**src/usart_frame_pkg.sv**
```systemverilog
// Purpose: Shared constants for the serial frame-format port.
// Assumes: 100 MHz system clock, plain register port with 8-bit data.
// Notes: Register offsets are local choices; see the control block.
package usart_frame_pkg;
	localparam int ADDR_W = 3;
	localparam int DATA_W = 8;
	localparam int DIV_W = 12;
	localparam int OVERSAMPLE = 16;
	localparam int SAMPLE_MID = 7;
	localparam logic [2:0] ADDR_DATA = 3'h0;
	localparam logic [2:0] ADDR_STATUS = 3'h1;
	localparam logic [2:0] ADDR_CTRL_B = 3'h2;
	localparam logic [2:0] ADDR_CTRL_C = 3'h3;
	localparam logic [2:0] ADDR_DIV_LOW = 3'h4;
	localparam logic [2:0] ADDR_DIV_HIGH = 3'h5;
	localparam logic [2:0] ADDR_MASK = 3'h6;
	localparam int CB_TXEN = 3;
	localparam int CB_RXEN = 4;
	localparam int CB_SIZE2 = 2;
	localparam int CB_TX9 = 0;
	localparam int CB_RX9 = 1;
	localparam int CC_SIZE_LO = 1;
	localparam int CC_STOP = 3;
	localparam int CC_PAR_LO = 4;
	localparam int ST_RXC = 7;
	localparam int ST_TXC = 6;
	localparam int ST_FE = 4;
	localparam int ST_PE = 2;
	localparam int ST_TXRDY = 5;
	localparam logic [7:0] CTRL_B_RST = 8'h00;
	localparam logic [7:0] CTRL_C_RST = 8'h06;
	localparam logic [1:0] PAR_OFF = 2'h0;
	localparam logic [1:0] PAR_EVEN = 2'h2;
	localparam logic [1:0] PAR_ODD = 2'h3;
	localparam logic [2:0] SIZE_NINE = 3'h7;
	typedef enum logic [2:0] {
		SER_IDLE = 3'b000,
		SER_START = 3'b001,
		SER_DATA = 3'b011,
		SER_PARITY = 3'b010,
		SER_STOP1 = 3'b110,
		SER_STOP2 = 3'b111
	} ser_state_t;
	// Data-bit count for a size code; reserved codes fall back to eight bits.
	function automatic logic [3:0] data_bits(input logic [2:0] sizeSel);
		case (sizeSel)
			3'h0: data_bits = 4'h5;
			3'h1: data_bits = 4'h6;
			3'h2: data_bits = 4'h7;
			3'h7: data_bits = 4'h9;
			default: data_bits = 4'h8;
		endcase
	endfunction
	// Parity over the active data bits; odd mode inverts.
	function automatic logic parity_of(input logic [8:0] d, input logic [3:0] n,
		input logic odd);
		logic p;
		p = odd;
		for (int i = 0; i < 9; i++) begin
			if (i < int'(n)) begin
				p = p ^ d[i];
			end
		end
		parity_of = p;
	endfunction
endpackage

```
**src/usart_frame_format.sv**
```systemverilog
// Purpose: Serial port with programmable frame format and register access.
// Assumes: One 100 MHz clock; software follows the setup order below.
// Notes: One frame format serves both directions; no protection of frames in flight.
// Operation
// (RQ1) All thirty combinations of one start bit, 5-9 data bits, none/even/odd parity and 1-2 stops work.
// (RQ2) A frame is the start bit then data bits least significant first, at most nine.
// (RQ3) An enabled parity bit sits after the last data bit and before the first stop bit.
// (RQ4) After the last stop bit the transmitter starts the next frame at once or idles high.
// (RQ5) Receiver and transmitter share one frame-format setting.
// (RQ6) Changing the format during traffic corrupts frames in flight, and nothing guards them.
// (RQ7) Size field sets data bits, parity field sets parity, stop select sets one or two stops.
// (RQ8) The receiver checks only the first stop bit and flags a frame error when it is low.
// (RQ9) Parity is the XOR of the data bits for even, its inverse for odd.
// (RQ10) Software sets divisor and format before enabling transmitter or receiver.
// (RQ11) Software should disable interrupts globally while setting up.
// (RQ12) Software confirms no transfer is in progress before changing rate or format.
// (RQ13) Software clears the transmit-complete flag before each data write it relies on.
// (RQ14) Size code seven selects nine bits; the ninth transmit bit comes from a control bit.
// (RQ15) The baud counter reloads at zero and on every write of the divisor low byte.
// (RQ16) Size codes 0-3 give five to eight bits; codes 4-6 are reserved.
// (RQ17) Parity code 00 is off, 10 even, 11 odd, 01 reserved.
`timescale 1ns/1ps
module usart_frame_format #(
	parameter int DIV_WIDTH = usart_frame_pkg::DIV_W
) (
	input wire logic clock,
	input wire logic rstn,
	input wire logic [usart_frame_pkg::ADDR_W-1:0] address,
	input wire logic [usart_frame_pkg::DATA_W-1:0] writeData,
	input wire logic writeStrobe,
	input wire logic readStrobe,
	output logic [usart_frame_pkg::DATA_W-1:0] readData,
	input wire logic rxd,
	output logic txd,
	output logic irq
);
	import usart_frame_pkg::*;
	typedef struct packed {
		logic [7:0] ctrlB;
		logic [7:0] ctrlC;
		logic [DIV_WIDTH-1:0] divisor;
		logic [DIV_WIDTH-1:0] baudCount;
		logic [3:0] txPhase;
		logic [8:0] txBuf;
		logic txBufFull;
		logic [8:0] rxBuf;
		logic rxFe;
		logic rxPe;
		logic rxc;
		logic txc;
		logic [7:0] mask;
		logic [7:0] rdata;
		logic irq;
		logic txd;
		logic rxMeta;
		logic rxSync;
	} top_t;
	top_t s, next_s;
	logic baudTick;
	logic bitTick;
	logic [2:0] sizeSel;
	logic [1:0] parityMode;
	logic [3:0] nBits;
	logic twoStop;
	logic txBusy;
	logic txDone;
	logic txLine;
	logic rxValid;
	logic [8:0] rxWord;
	logic rxFrameErr;
	logic rxParityErr;
	logic txStart;
	logic [7:0] status;
	logic [7:0] clearBits;
	// Single shared format decode feeds both directions
	assign sizeSel = {s.ctrlB[CB_SIZE2], s.ctrlC[CC_SIZE_LO+1 -: 2]}; // RQ5 RQ14
	assign parityMode = s.ctrlC[CC_PAR_LO+1 -: 2]; // RQ17
	assign nBits = data_bits(sizeSel); // RQ16 RQ7 RQ1
	assign twoStop = s.ctrlC[CC_STOP]; // RQ7
	assign baudTick = (s.baudCount == '0);
	assign bitTick = baudTick && (s.txPhase == 4'(OVERSAMPLE - 1));
	assign txStart = s.txBufFull && !txBusy && s.ctrlB[CB_TXEN]; // RQ4
	always_comb begin
		status = 8'h00;
		status[ST_RXC] = s.rxc;
		status[ST_TXC] = s.txc;
		status[ST_TXRDY] = !s.txBufFull;
		status[ST_FE] = s.rxFe;
		status[ST_PE] = s.rxPe;
	end
	always_comb begin
		next_s = s;
		clearBits = 8'h00;
		next_s.rxMeta = rxd;
		next_s.rxSync = s.rxMeta;
		next_s.rdata = 8'h00;
		// Baud down-counter
		if (baudTick) begin
			next_s.baudCount = s.divisor; // RQ15
			next_s.txPhase = s.txPhase + 4'h1;
		end else begin
			next_s.baudCount = s.baudCount - DIV_WIDTH'(1);
		end
		if (txStart) begin
			next_s.txBufFull = 1'b0;
		end
		if (readStrobe) begin
			case (address)
				ADDR_DATA: begin
					next_s.rdata = s.rxBuf[7:0];
					next_s.rxc = 1'b0;
				end
				ADDR_STATUS: next_s.rdata = status;
				ADDR_CTRL_B: next_s.rdata = {s.ctrlB[7:2], s.rxBuf[8], s.ctrlB[CB_TX9]};
				ADDR_CTRL_C: next_s.rdata = s.ctrlC;
				ADDR_DIV_LOW: next_s.rdata = s.divisor[7:0];
				ADDR_DIV_HIGH: next_s.rdata = 8'(s.divisor[DIV_WIDTH-1:8]);
				ADDR_MASK: next_s.rdata = s.mask;
				default: next_s.rdata = 8'h00;
			endcase
		end
		if (writeStrobe) begin
			case (address)
				ADDR_DATA: begin
					// Ninth bit must already sit in control B
					next_s.txBuf = {s.ctrlB[CB_TX9], writeData}; // RQ14
					next_s.txBufFull = 1'b1;
				end
				ADDR_STATUS: clearBits = writeData;
				ADDR_CTRL_B: next_s.ctrlB = writeData;
				// Format writes act at once, frames in flight are not protected
				ADDR_CTRL_C: next_s.ctrlC = writeData; // RQ6
				ADDR_DIV_LOW: begin
					next_s.divisor[7:0] = writeData;
					next_s.baudCount = {s.divisor[DIV_WIDTH-1:8], writeData}; // RQ15
				end
				ADDR_DIV_HIGH: next_s.divisor[DIV_WIDTH-1:8] = writeData[DIV_WIDTH-9:0];
				ADDR_MASK: next_s.mask = writeData;
				default: next_s.mask = s.mask;
			endcase
		end
		if (clearBits[ST_TXC]) begin
			next_s.txc = 1'b0;
		end
		if (txDone) begin
			next_s.txc = 1'b1;
		end
		if (rxValid) begin
			next_s.rxBuf = rxWord;
			next_s.rxFe = rxFrameErr; // RQ8
			next_s.rxPe = rxParityErr;
			next_s.rxc = 1'b1;
		end
		next_s.txd = s.ctrlB[CB_TXEN] ? txLine : 1'b1; // RQ4
		// Registered, so the request trails its status bit by one cycle
		next_s.irq = |(status & s.mask & 8'hC0);
	end
	always_ff @(posedge clock or negedge rstn) begin
		if (!rstn) begin
			s <= '{ctrlB: CTRL_B_RST, ctrlC: CTRL_C_RST, divisor: '0, baudCount: '0,
				txPhase: 4'h0, txBuf: 9'h000, txBufFull: 1'b0, rxBuf: 9'h000, rxFe: 1'b0,
				rxPe: 1'b0, rxc: 1'b0, txc: 1'b0, mask: 8'h00, rdata: 8'h00, irq: 1'b0,
				txd: 1'b1, rxMeta: 1'b1, rxSync: 1'b1};
		end else begin
			s <= next_s;
		end
	end
	usart_tx txUnit (
		.clock(clock),
		.rstn(rstn),
		.bitTick(bitTick),
		.load(txStart),
		.loadData(s.txBuf),
		.nBits(nBits),
		.parityMode(parityMode),
		.twoStop(twoStop),
		.busy(txBusy),
		.done(txDone),
		.txd(txLine)
	);
	usart_rx rxUnit (
		.clock(clock),
		.rstn(rstn),
		.enable(s.ctrlB[CB_RXEN]),
		.sampleTick(baudTick),
		.rxd(s.rxSync),
		.nBits(nBits),
		.parityMode(parityMode),
		.valid(rxValid),
		.rxData(rxWord),
		.frameErr(rxFrameErr),
		.parityErr(rxParityErr)
	);
	assign readData = s.rdata;
	assign txd = s.txd;
	assign irq = s.irq;
endmodule

```
**src/usart_rx.sv**
```systemverilog
// Purpose: Frame receiver with 16x oversampling.
// Assumes: rxd already synchronised; sampleTick at 16x bit rate.
// Notes: Only the first stop bit is checked.
`timescale 1ns/1ps
module usart_rx (
	input wire logic clock,
	input wire logic rstn,
	input wire logic enable,
	input wire logic sampleTick,
	input wire logic rxd,
	input wire logic [3:0] nBits,
	input wire logic [1:0] parityMode,
	output logic valid,
	output logic [8:0] rxData,
	output logic frameErr,
	output logic parityErr
);
	import usart_frame_pkg::*;
	typedef struct packed {
		ser_state_t st;
		logic [3:0] phase;
		logic [3:0] cnt;
		logic [8:0] shift;
		logic perr;
		logic valid;
		logic ferr;
	} rx_t;
	rx_t r, next_r;
	logic mid;
	always_comb begin
		next_r = r;
		next_r.valid = 1'b0;
		mid = sampleTick && (r.phase == 4'(SAMPLE_MID));
		if (sampleTick) begin
			next_r.phase = r.phase + 4'h1;
		end
		case (r.st)
			SER_IDLE: begin
				next_r.phase = 4'h0;
				if (enable && !rxd) begin
					next_r.st = SER_START;
				end
			end
			SER_START: if (mid) begin
				next_r.st = rxd ? SER_IDLE : SER_DATA;
				next_r.cnt = 4'h0;
				next_r.shift = 9'h000;
			end
			SER_DATA: if (mid) begin
				next_r.shift[r.cnt] = rxd; // RQ2
				next_r.cnt = r.cnt + 4'h1;
				if (r.cnt + 4'h1 == nBits) begin
					next_r.st = (parityMode[1]) ? SER_PARITY : SER_STOP1; // RQ3
				end
			end
			SER_PARITY: if (mid) begin
				next_r.perr = rxd ^ parity_of(r.shift, nBits, parityMode[0]); // RQ9
				next_r.st = SER_STOP1;
			end
			SER_STOP1: if (mid) begin
				next_r.ferr = !rxd; // RQ8
				if (!parityMode[1]) begin
					next_r.perr = 1'b0;
				end
				next_r.valid = 1'b1;
				next_r.st = SER_IDLE; // RQ8
			end
			default: next_r.st = SER_IDLE;
		endcase
	end
	always_ff @(posedge clock or negedge rstn) begin
		if (!rstn) begin
			r <= '{st: SER_IDLE, phase: 4'h0, cnt: 4'h0, shift: 9'h000, perr: 1'b0,
				valid: 1'b0, ferr: 1'b0};
		end else begin
			r <= next_r;
		end
	end
	assign valid = r.valid;
	assign rxData = r.shift;
	assign frameErr = r.ferr;
	assign parityErr = r.perr;
endmodule

```
**src/usart_tx.sv**
```systemverilog
// Purpose: Frame transmitter.
// Assumes: One tick per bit time from the baud logic.
// Notes: Format inputs are sampled live; changing them mid-frame corrupts it.
`timescale 1ns/1ps
module usart_tx (
	input wire logic clock,
	input wire logic rstn,
	input wire logic bitTick,
	input wire logic load,
	input wire logic [8:0] loadData,
	input wire logic [3:0] nBits,
	input wire logic [1:0] parityMode,
	input wire logic twoStop,
	output logic busy,
	output logic done,
	output logic txd
);
	import usart_frame_pkg::*;
	typedef struct packed {
		ser_state_t st;
		logic [8:0] shift;
		logic [3:0] cnt;
		logic par;
		logic line;
		logic done;
	} tx_t;
	tx_t r, next_r;
	always_comb begin
		next_r = r;
		next_r.done = 1'b0;
		case (r.st)
			SER_IDLE: begin
				next_r.line = 1'b1;
				if (load) begin
					next_r.shift = loadData;
					next_r.par = parity_of(loadData, nBits, parityMode[0]); // RQ9
					next_r.st = SER_START;
				end
			end
			SER_START: if (bitTick) begin
				next_r.line = 1'b0;
				next_r.cnt = 4'h0;
				next_r.st = SER_DATA; // RQ2
			end
			SER_DATA: if (bitTick) begin
				next_r.line = r.shift[0]; // RQ2
				next_r.shift = {1'b0, r.shift[8:1]};
				next_r.cnt = r.cnt + 4'h1;
				if (r.cnt + 4'h1 == nBits) begin
					next_r.st = (parityMode[1]) ? SER_PARITY : SER_STOP1; // RQ3
				end
			end
			SER_PARITY: if (bitTick) begin
				next_r.line = r.par; // RQ3
				next_r.st = SER_STOP1;
			end
			SER_STOP1: if (bitTick) begin
				next_r.line = 1'b1;
				next_r.st = twoStop ? SER_STOP2 : SER_IDLE; // RQ7
				next_r.done = !twoStop;
			end
			SER_STOP2: if (bitTick) begin
				next_r.line = 1'b1;
				next_r.st = SER_IDLE; // RQ4
				next_r.done = 1'b1;
			end
			default: next_r.st = SER_IDLE;
		endcase
	end
	// The start state waits for the next tick, so a stop level before a new frame lasts a full bit.
	always_ff @(posedge clock or negedge rstn) begin
		if (!rstn) begin
			r <= '{st: SER_IDLE, shift: 9'h000, cnt: 4'h0, par: 1'b0, line: 1'b1, done: 1'b0};
		end else begin
			r <= next_r;
		end
	end
	assign busy = (r.st != SER_IDLE);
	assign done = r.done;
	assign txd = r.line;
endmodule
```
**config.mk**
```make
export PLATFORM = sky130hd
export DESIGN_NAME = usart_frame_format
export DESIGN_NICKNAME = d
export VERILOG_FILES = /design/src/usart_frame_pkg.sv /design/src/usart_frame_format.sv /design/src/usart_rx.sv /design/src/usart_tx.sv
export SDC_FILE = /design/constraint.sdc
export NUM_CORES = 1
export LEC_CHECK = 0
export BUFFER_PORTS_ARGS = -buffer_cell sky130_fd_sc_hd__clkbuf_2
export CORE_ASPECT_RATIO = 1.2
export CORE_MARGIN = 2
export CORE_UTILIZATION = 62
export CTS_CLUSTER_DIAMETER = 150
export DETAILED_ROUTE_END_ITERATION = 12
export MAX_ROUTING_LAYER = met4
export PLACE_DENSITY = 0.91
export SYNTH_ARGS = -nofsm -noshare
export SYNTH_HDL_FRONTEND = slang
export SYNTH_SLANG_ARGS = --single-unit
```
**constraint.sdc**
```tcl
create_clock -name clock -period 3 [get_ports clock]
set_input_delay 0.3 -clock clock [delete_from_list [all_inputs] [get_ports clock]]
set_output_delay 0.3 -clock clock [all_outputs]
set_load 0.02 [all_outputs]
```
# After elaboration in Yosys (flattened, before gate mapping)
# Cells that the tools add are included.
word_totals:
  regBits: 129
  input_bits: 16
  out_inout_bits: 10
  elab_cells: 256
classes:
  addsub: 5
  order_cmp: 11
  eq_ne: 36
  muxes: 110
  n_bitwise: 20
  reduce_logical: 42
op_table:
  columns: ["operator", "count"]
  rows:
  - ["$mux 1", 67]
  - ["$pmux 8 s7", 1]
  - ["$mux 12", 4]
  - ["$mux 3", 14]
  - ["$mux 13", 2]
  - ["$pmux 13 s2", 1]
  - ["$eq 3x2->1 const B", 7]
  - ["$eq 3x3->1 const B", 7]
  - ["$xor 1x1->1", 19]
  - ["$pmux 3 s6", 1]
  - ["$pmux 9 s2", 1]
  - ["$reduce_and 2->1", 9]
  - ["$add 4x1->4 const B", 4]
  - ["$lt 3x4->1 const A", 4]
  - ["$mux 16", 1]
  - ["$pmux 4 s4", 1]
  - ["$reduce_bool 2->1", 8]
  - ["$pmux 3 s5", 1]
  - ["$mux 7", 2]
  - ["$ne 2x1->1 const B", 7]
  - ["$ne 2x2->1 const B", 7]
  - ["$eq 3x1->1 const B", 4]
  - ["$logic_not 12->1", 1]
  - ["$logic_not 3->1", 4]
  - ["27 further kinds", 47]

# Depth between registers and ports, before layout
logic_depth:
  ltp_word: 41
  ltp_mapped: 9
  ltp_nobuf: 7

# Hierarchy
# A second synthesis with hierarchy kept.
hier_totals:
  cells_unflattened: 667
  hier_area_um2: 6847.8
by_module_without_submodules:
  columns: ["mod", "n_inst", "cells_per_inst", "area_each_um2"]
  rows:
  - ["usart_frame_format", 1, 340, 4035.1]
  - ["usart_rx", 1, 176, 1501.4]
  - ["usart_tx", 1, 151, 1311.3]

# Worst setup path after synthesis
# No wires, ideal clock.
synth_timing:
  path_kind: "reg2reg"
  startpoint: "register s[47] (netlist bit)"
  endpoint: "register rxUnit.r, in the netlist rxUnit.rxData[1]"
  setup_time_ps: 123
  t_arrival_ps: 2143
  required_time_ps: 2877
  setup_slack_ps: 734
  path_stages_with_launch: 10
  path_buffers: 2
  cell_sequence: "dfrtp_1 inv_1 ha_1 or4b_1 buf_2 nor4_4 nand2_1 clkbuf_1 o21ai_0 nand2_1"
synth_between:
  elab_chain_len: 4
  elab_cells_between_ends: 5
  classes_between: "eq/ne (2); reduce/logical (3)"
synth_lines:
  columns: ["element", "line", "rtl"]
  rows:
  - ["from (decl)", "usart_frame_format.sv:58", "top_t s, next_s;"]
  - ["from (signal assigned)", "usart_frame_format.sv:160", "s <= '{ctrlB: CTRL_B_RST, ctrlC: CTRL_C_RST, divisor: '0, baudCount: '0,"]
  - ["from (signal assigned)", "usart_frame_format.sv:165", "s <= next_s;"]
  - ["$logic_not 12->1 *", "usart_frame_format.sv:80", "assign baudTick = (s.baudCount == '0);"]
  - ["$logic_and 1x1->1 *", "usart_rx.sv:33", "mid = sampleTick && (r.phase == 4'(SAMPLE_MID));"]
  - ["$ne 2x1->1 (no line)", null, null]
  - ["$reduce_and 3->1 (no line) *", null, null]
  - ["to (signal assigned)", "usart_rx.sv:73", "r <= '{st: SER_IDLE, phase: 4'h0, cnt: 4'h0, shift: 9'h000, perr: 1'b0,"]
  - ["to (signal assigned)", "usart_rx.sv:76", "r <= next_r;"]
  - ["to (decl)", "usart_rx.sv:28", "rx_t r, next_r;"]
# Every way passes the cells marked *; elsewhere a longest branch is shown, timed or not.
# A chain may end at the register's enable or synchronous reset.

# Final worst setup path
layout_timing:
  startpoint: "register s[47] (netlist bit)"
  endpoint: "register txUnit.r[8] (netlist bit)"
layout_between:
  elab_chain_len: 4
layout_lines:
  columns: ["element", "line", "rtl"]
  rows:
  - ["$logic_not 12->1", "usart_frame_format.sv:80", null]
  - ["$logic_and 1x1->1", "usart_frame_format.sv:81", "assign bitTick = baudTick && (s.txPhase == 4'(OVERSAMPLE - 1));"]
  - ["$ne 2x2->1 (no line)", null, null]
  - ["$reduce_and 3->1 (no line)", null, null]
  - ["to (signal assigned)", "usart_tx.sv:73", "r <= '{st: SER_IDLE, shift: 9'h000, cnt: 4'h0, par: 1'b0, line: 1'b1, done: 1'b0};"]
  - ["to (signal assigned)", "usart_tx.sv:75", "r <= next_r;"]
  - ["to (decl)", "usart_tx.sv:27", "tx_t r, next_r;"]
# No other way between the ends.

==> flow_metrics.py <==
metrics = {
    "sta": {
        "slew_headroom": 0.4451,
        "whs_ns": 0.1659,
        "clock.fmax_ghz": 0.3597,
        "final.period_utilization": 0.9266,
        "fin_skew_ns": 0.008483,
        "rsz0062_at_grt": "false",
        "fin_crit_ns": 2.780,
        "tightest_slew_ns": 0.8248,
        "fin_setup_tns_ns": 0,
        "hold_viol_final": 0,
        "maxSlewViolCount": 0,
        "setup_violations": 0,
    },
    "die": {
        "core_area_sq_mm": 0.01041,
        "die_w_um": 97.87,
        "start_util": 0.6295,
        "dieArea_sq_mm": 0.01141,
        "io_pins": 26,
        "row_count": 41,
        "die_h_um": 116.6,
    },
    "global_routing": {
        "grt_pass1_vias": 5260,
        "use_met1": 0.3735,
        "busiest_layer": "met2",
        "grt_max_degree": 62,
        "grt_use_met3": 0.07720,
        "grt_usage": 0.3197,
        "antenna_found_initial": 0,
        "grt_pass1_wl_um": 27370,
        "grtUsageMet2": 0.5142,
        "overflow": 0,
    },
    "cells_and_area": {
        "area_growth_pct": 12.27,
        "fin_nets": 680,
        "antenna_cells": 0,
        "finalCoreUtilization": 0.7067,
        "layout.cells.non_filler": 797,
        "drive_gt1_frac": 0.1871,
    },
    "logic_synthesis": {
        "muxShareOfSynthArea": 0.1260,
        "synth_simple_gate_area_frac": 0.1682,
        "yosysWarnings": 0,
        "synth_ff_type": "dfrtp_1",
        "yosysMostFrequentCell": "dfrtp_1",
        "synthesis.area_sq_mm": 0.006555,
        "synth_xor_area_frac": 0.04619,
        "synth-compound-area-share": 0.1201,
        "synth_top_cells_by_count": "122 x dfrtp_1, 93 x nand2_1, 50 x mux2_2",
        "synth_seq_cells": 128,
        "syn_area_per_cell_sq_um": 10.21,
        "yosys.area.top_type_share": 0.4657,
        "yosysSeqAreaShare": 0.4898,
        "synth_fa_ha_area_frac": 0.01527,
        "yosysUniqueCellTypes": 64,
        "synth_area_leaders": "dfrtp_1 47%, mux2_2 8.6%, nand2_1 5.3%",
        "synth_top_family_by_area": "simple AND/OR/NAND/NOR gates",
        "synth_edf_count": 0,
        "async_reset_ff_frac": 1.000,
        "syn-num-nets": 666,
        "synth_cells": 642,
        "synth_area_leader_cell": "dfrtp_1",
    },
    "placed_design": {
        "routabilityCongestion": 0.9397,
        "dp_cells": 764,
        "port_buffers": 25,
        "hpwl_um": 10890,
    },
    "worst_setup_path": {
        "r2r_slack_ns": 0.22,
        "worstSetupStartpointType": "register",
        "cp_max_fo": 17,
        "critical-path-top-delay-family": "simple AND/OR/NAND/NOR gates",
        "cp-end-kind": "register",
        "worstRegToRegCells": 7,
        "max_stage_delay_ns": 0.65,
        "reg2reg_to": "txUnit.r[8]",
        "rr_startpoint": "s[47]",
        "cp_cell_sequence": "inv_1 -> ha_1 -> or4b_1 -> nor4_4 -> a31oi_2 -> nand2_1 -> o21ai_0",
        "crit_required_ns": 3.28,
        "path_class": "register to register",
        "cp_slowest_cell": "or4b_1",
        "worstPathArrival_ns": 3.06,
        "cp_num_buf_inv": 1,
        "worst-path-stages": 7,
    },
    "run": {
        "cap_violations": 0,
    },
    "clock_tree": {
        "clock_latency_ns": 0.43,
        "ctsHtreeMaxLevel": 4,
        "cts_made_buffers": 17,
        "clock-sinks": 128,
        "cts-root-buf": "clkbuf_16",
        "cts_tree": "done",
        "clk_path_buf_depth": 2,
        "clk_pin_slew_ns": 0.06,
    },
    "min_path": {
        "hold_depth": 2,
        "hold_path_class": "input port to register",
        "worstHoldEndpoint": "readData[6]",
        "hp-start": "readStrobe",
    },
    "routing": {
        "via_per_inst": 6.678,
        "detail_route.wl_per_cell_um": 21.40,
        "drt-pass1-iter-count": 6,
        "routed_wl_um": 17060,
        "route.antenna.remaining_nets": 0,
        "drt_iter0_drc": 515,
        "num_vias": 5322,
        "drcViolationCount": 0,
    },
    "power": {
        "total_leakage_power_uw": 0.003368,
        "vdd_drop_max_v": 0.0003807,
        "p_per_area_mw_per_mm2": 720.2,
    },
    "status": {
        "status": "finished, final reports clean",
    },
}
## worst register-to-register path: cells and delay by family (launching register included)
kind	cells	cell delay, ns
AO/OA/AOI/OAI	2	0.52
adder cells (fa/ha/maj)	1	0.23
buffers and inverters	1	0.11
flip-flops	1	0.43
AND/OR/NAND/NOR	3	1.35
## worst max-delay path by stage
stage	start	end	slack [ns]
floorplan	s[47]	rxUnit.rxData[1]	0.73
global placement	s[47]	txUnit.r[15]	0.43
CTS	s[47]	txUnit.r[8]	0.18
global route	s[47]	txUnit.r[8]	0.14
detailed placement	s[47]	txUnit.r[8]	0.34
finish	s[47]	txUnit.r[8]	0.22
## per-layer routing
layer  wire [um]  up-vias  share of wire
met5           0        -              0
met4        1041        0          0.061
met3        1435       97          0.084
met2        8341      349           0.49
met1        6236     2574           0.37
li1            -     2302              -
## report_power, final
part	internal (uW)	switching, uW	total [uW]
Clock	1430	728	2150
Combinational	413	457	871
Sequential	1960	313	2280
## cells in the final DEF, fill, tap and decap left out, types with 5 or more instances in the layout
master,count
ha_1,8
nor2_1,39
buf_4,7
dfrtp_1,122
mux2i_1,24
nor4_1,5
nand3_1,19
and3_1,10
mux2_2,50
xor2_1,10
a31oi_1,5
o21a_1,5
nand2_1,93
nand3b_1,6
nor2b_1,12
inv_1,12
clkbuf_1,6
dfstp_2,6
xnor2_1,22
clkbuf_2,24
o21ai_0,43
a21oi_1,28
clkbuf_16,17
## flip-flops by register name, summed over array words and instances, names as in the netlist
register          cells
txUnit.done           1
readData              8
txUnit.txd            1
parityMode            2
rxUnit.frameErr       1
rxUnit.parityErr      1
rxUnit.r             11
txd                   1
rxUnit.rxData         9
next_s                1
s                    73
irq                   1
txUnit.r             17
rxUnit.valid          1
## through the flow
| stage | worst slack [ns] | power, uW | instance area, sq um |
|---|---|---|---|
| finish | 0.2203 | 5301 | 7360 |
| global route | 0.1409 | 5470 | 7360 |
| CTS | 0.1801 | 5273 | 7353 |
| detailed placement | 0.3382 | 3084 | 6728 |
| global placement | 0.4332 | 3019 | 6728 |
| floorplan | 0.7340 | 2817 | 6555 |
## logic make-up (layout without fill, tap and decap cells)
logic type | after synthesis | count (layout)
buf+inv | 51 | 77
mux | 75 | 75
compound gates | 125 | 125
fa+ha+maj | 8 | 8
simple gates | 222 | 222
xor+xnor | 33 | 33
flops | 128 | 128
## cell type report
| cell class | instances | area [sq um] |
|---|---|---|
| clock buffer | 25 | 475.5 |
| inverter | 12 | 45.04 |
| multi-input combinational | 463 | 3124 |
| sequential | 128 | 3211 |
| tap | 129 | 161.4 |
| fill | 637 | 3054 |
| timing repair buffer | 34 | 212.7 |
| clock inverter | 6 | 130.1 |
## timing repair
action | CTS | global route
endpoints found under the setup margin | 0 | 2
gates resized for setup | 0 | 1
hold endpoints to repair | 60 | 0
setup buffers | 0 | 0
hold buffers | 2 | 0
(Power assumes the default switching activity.)
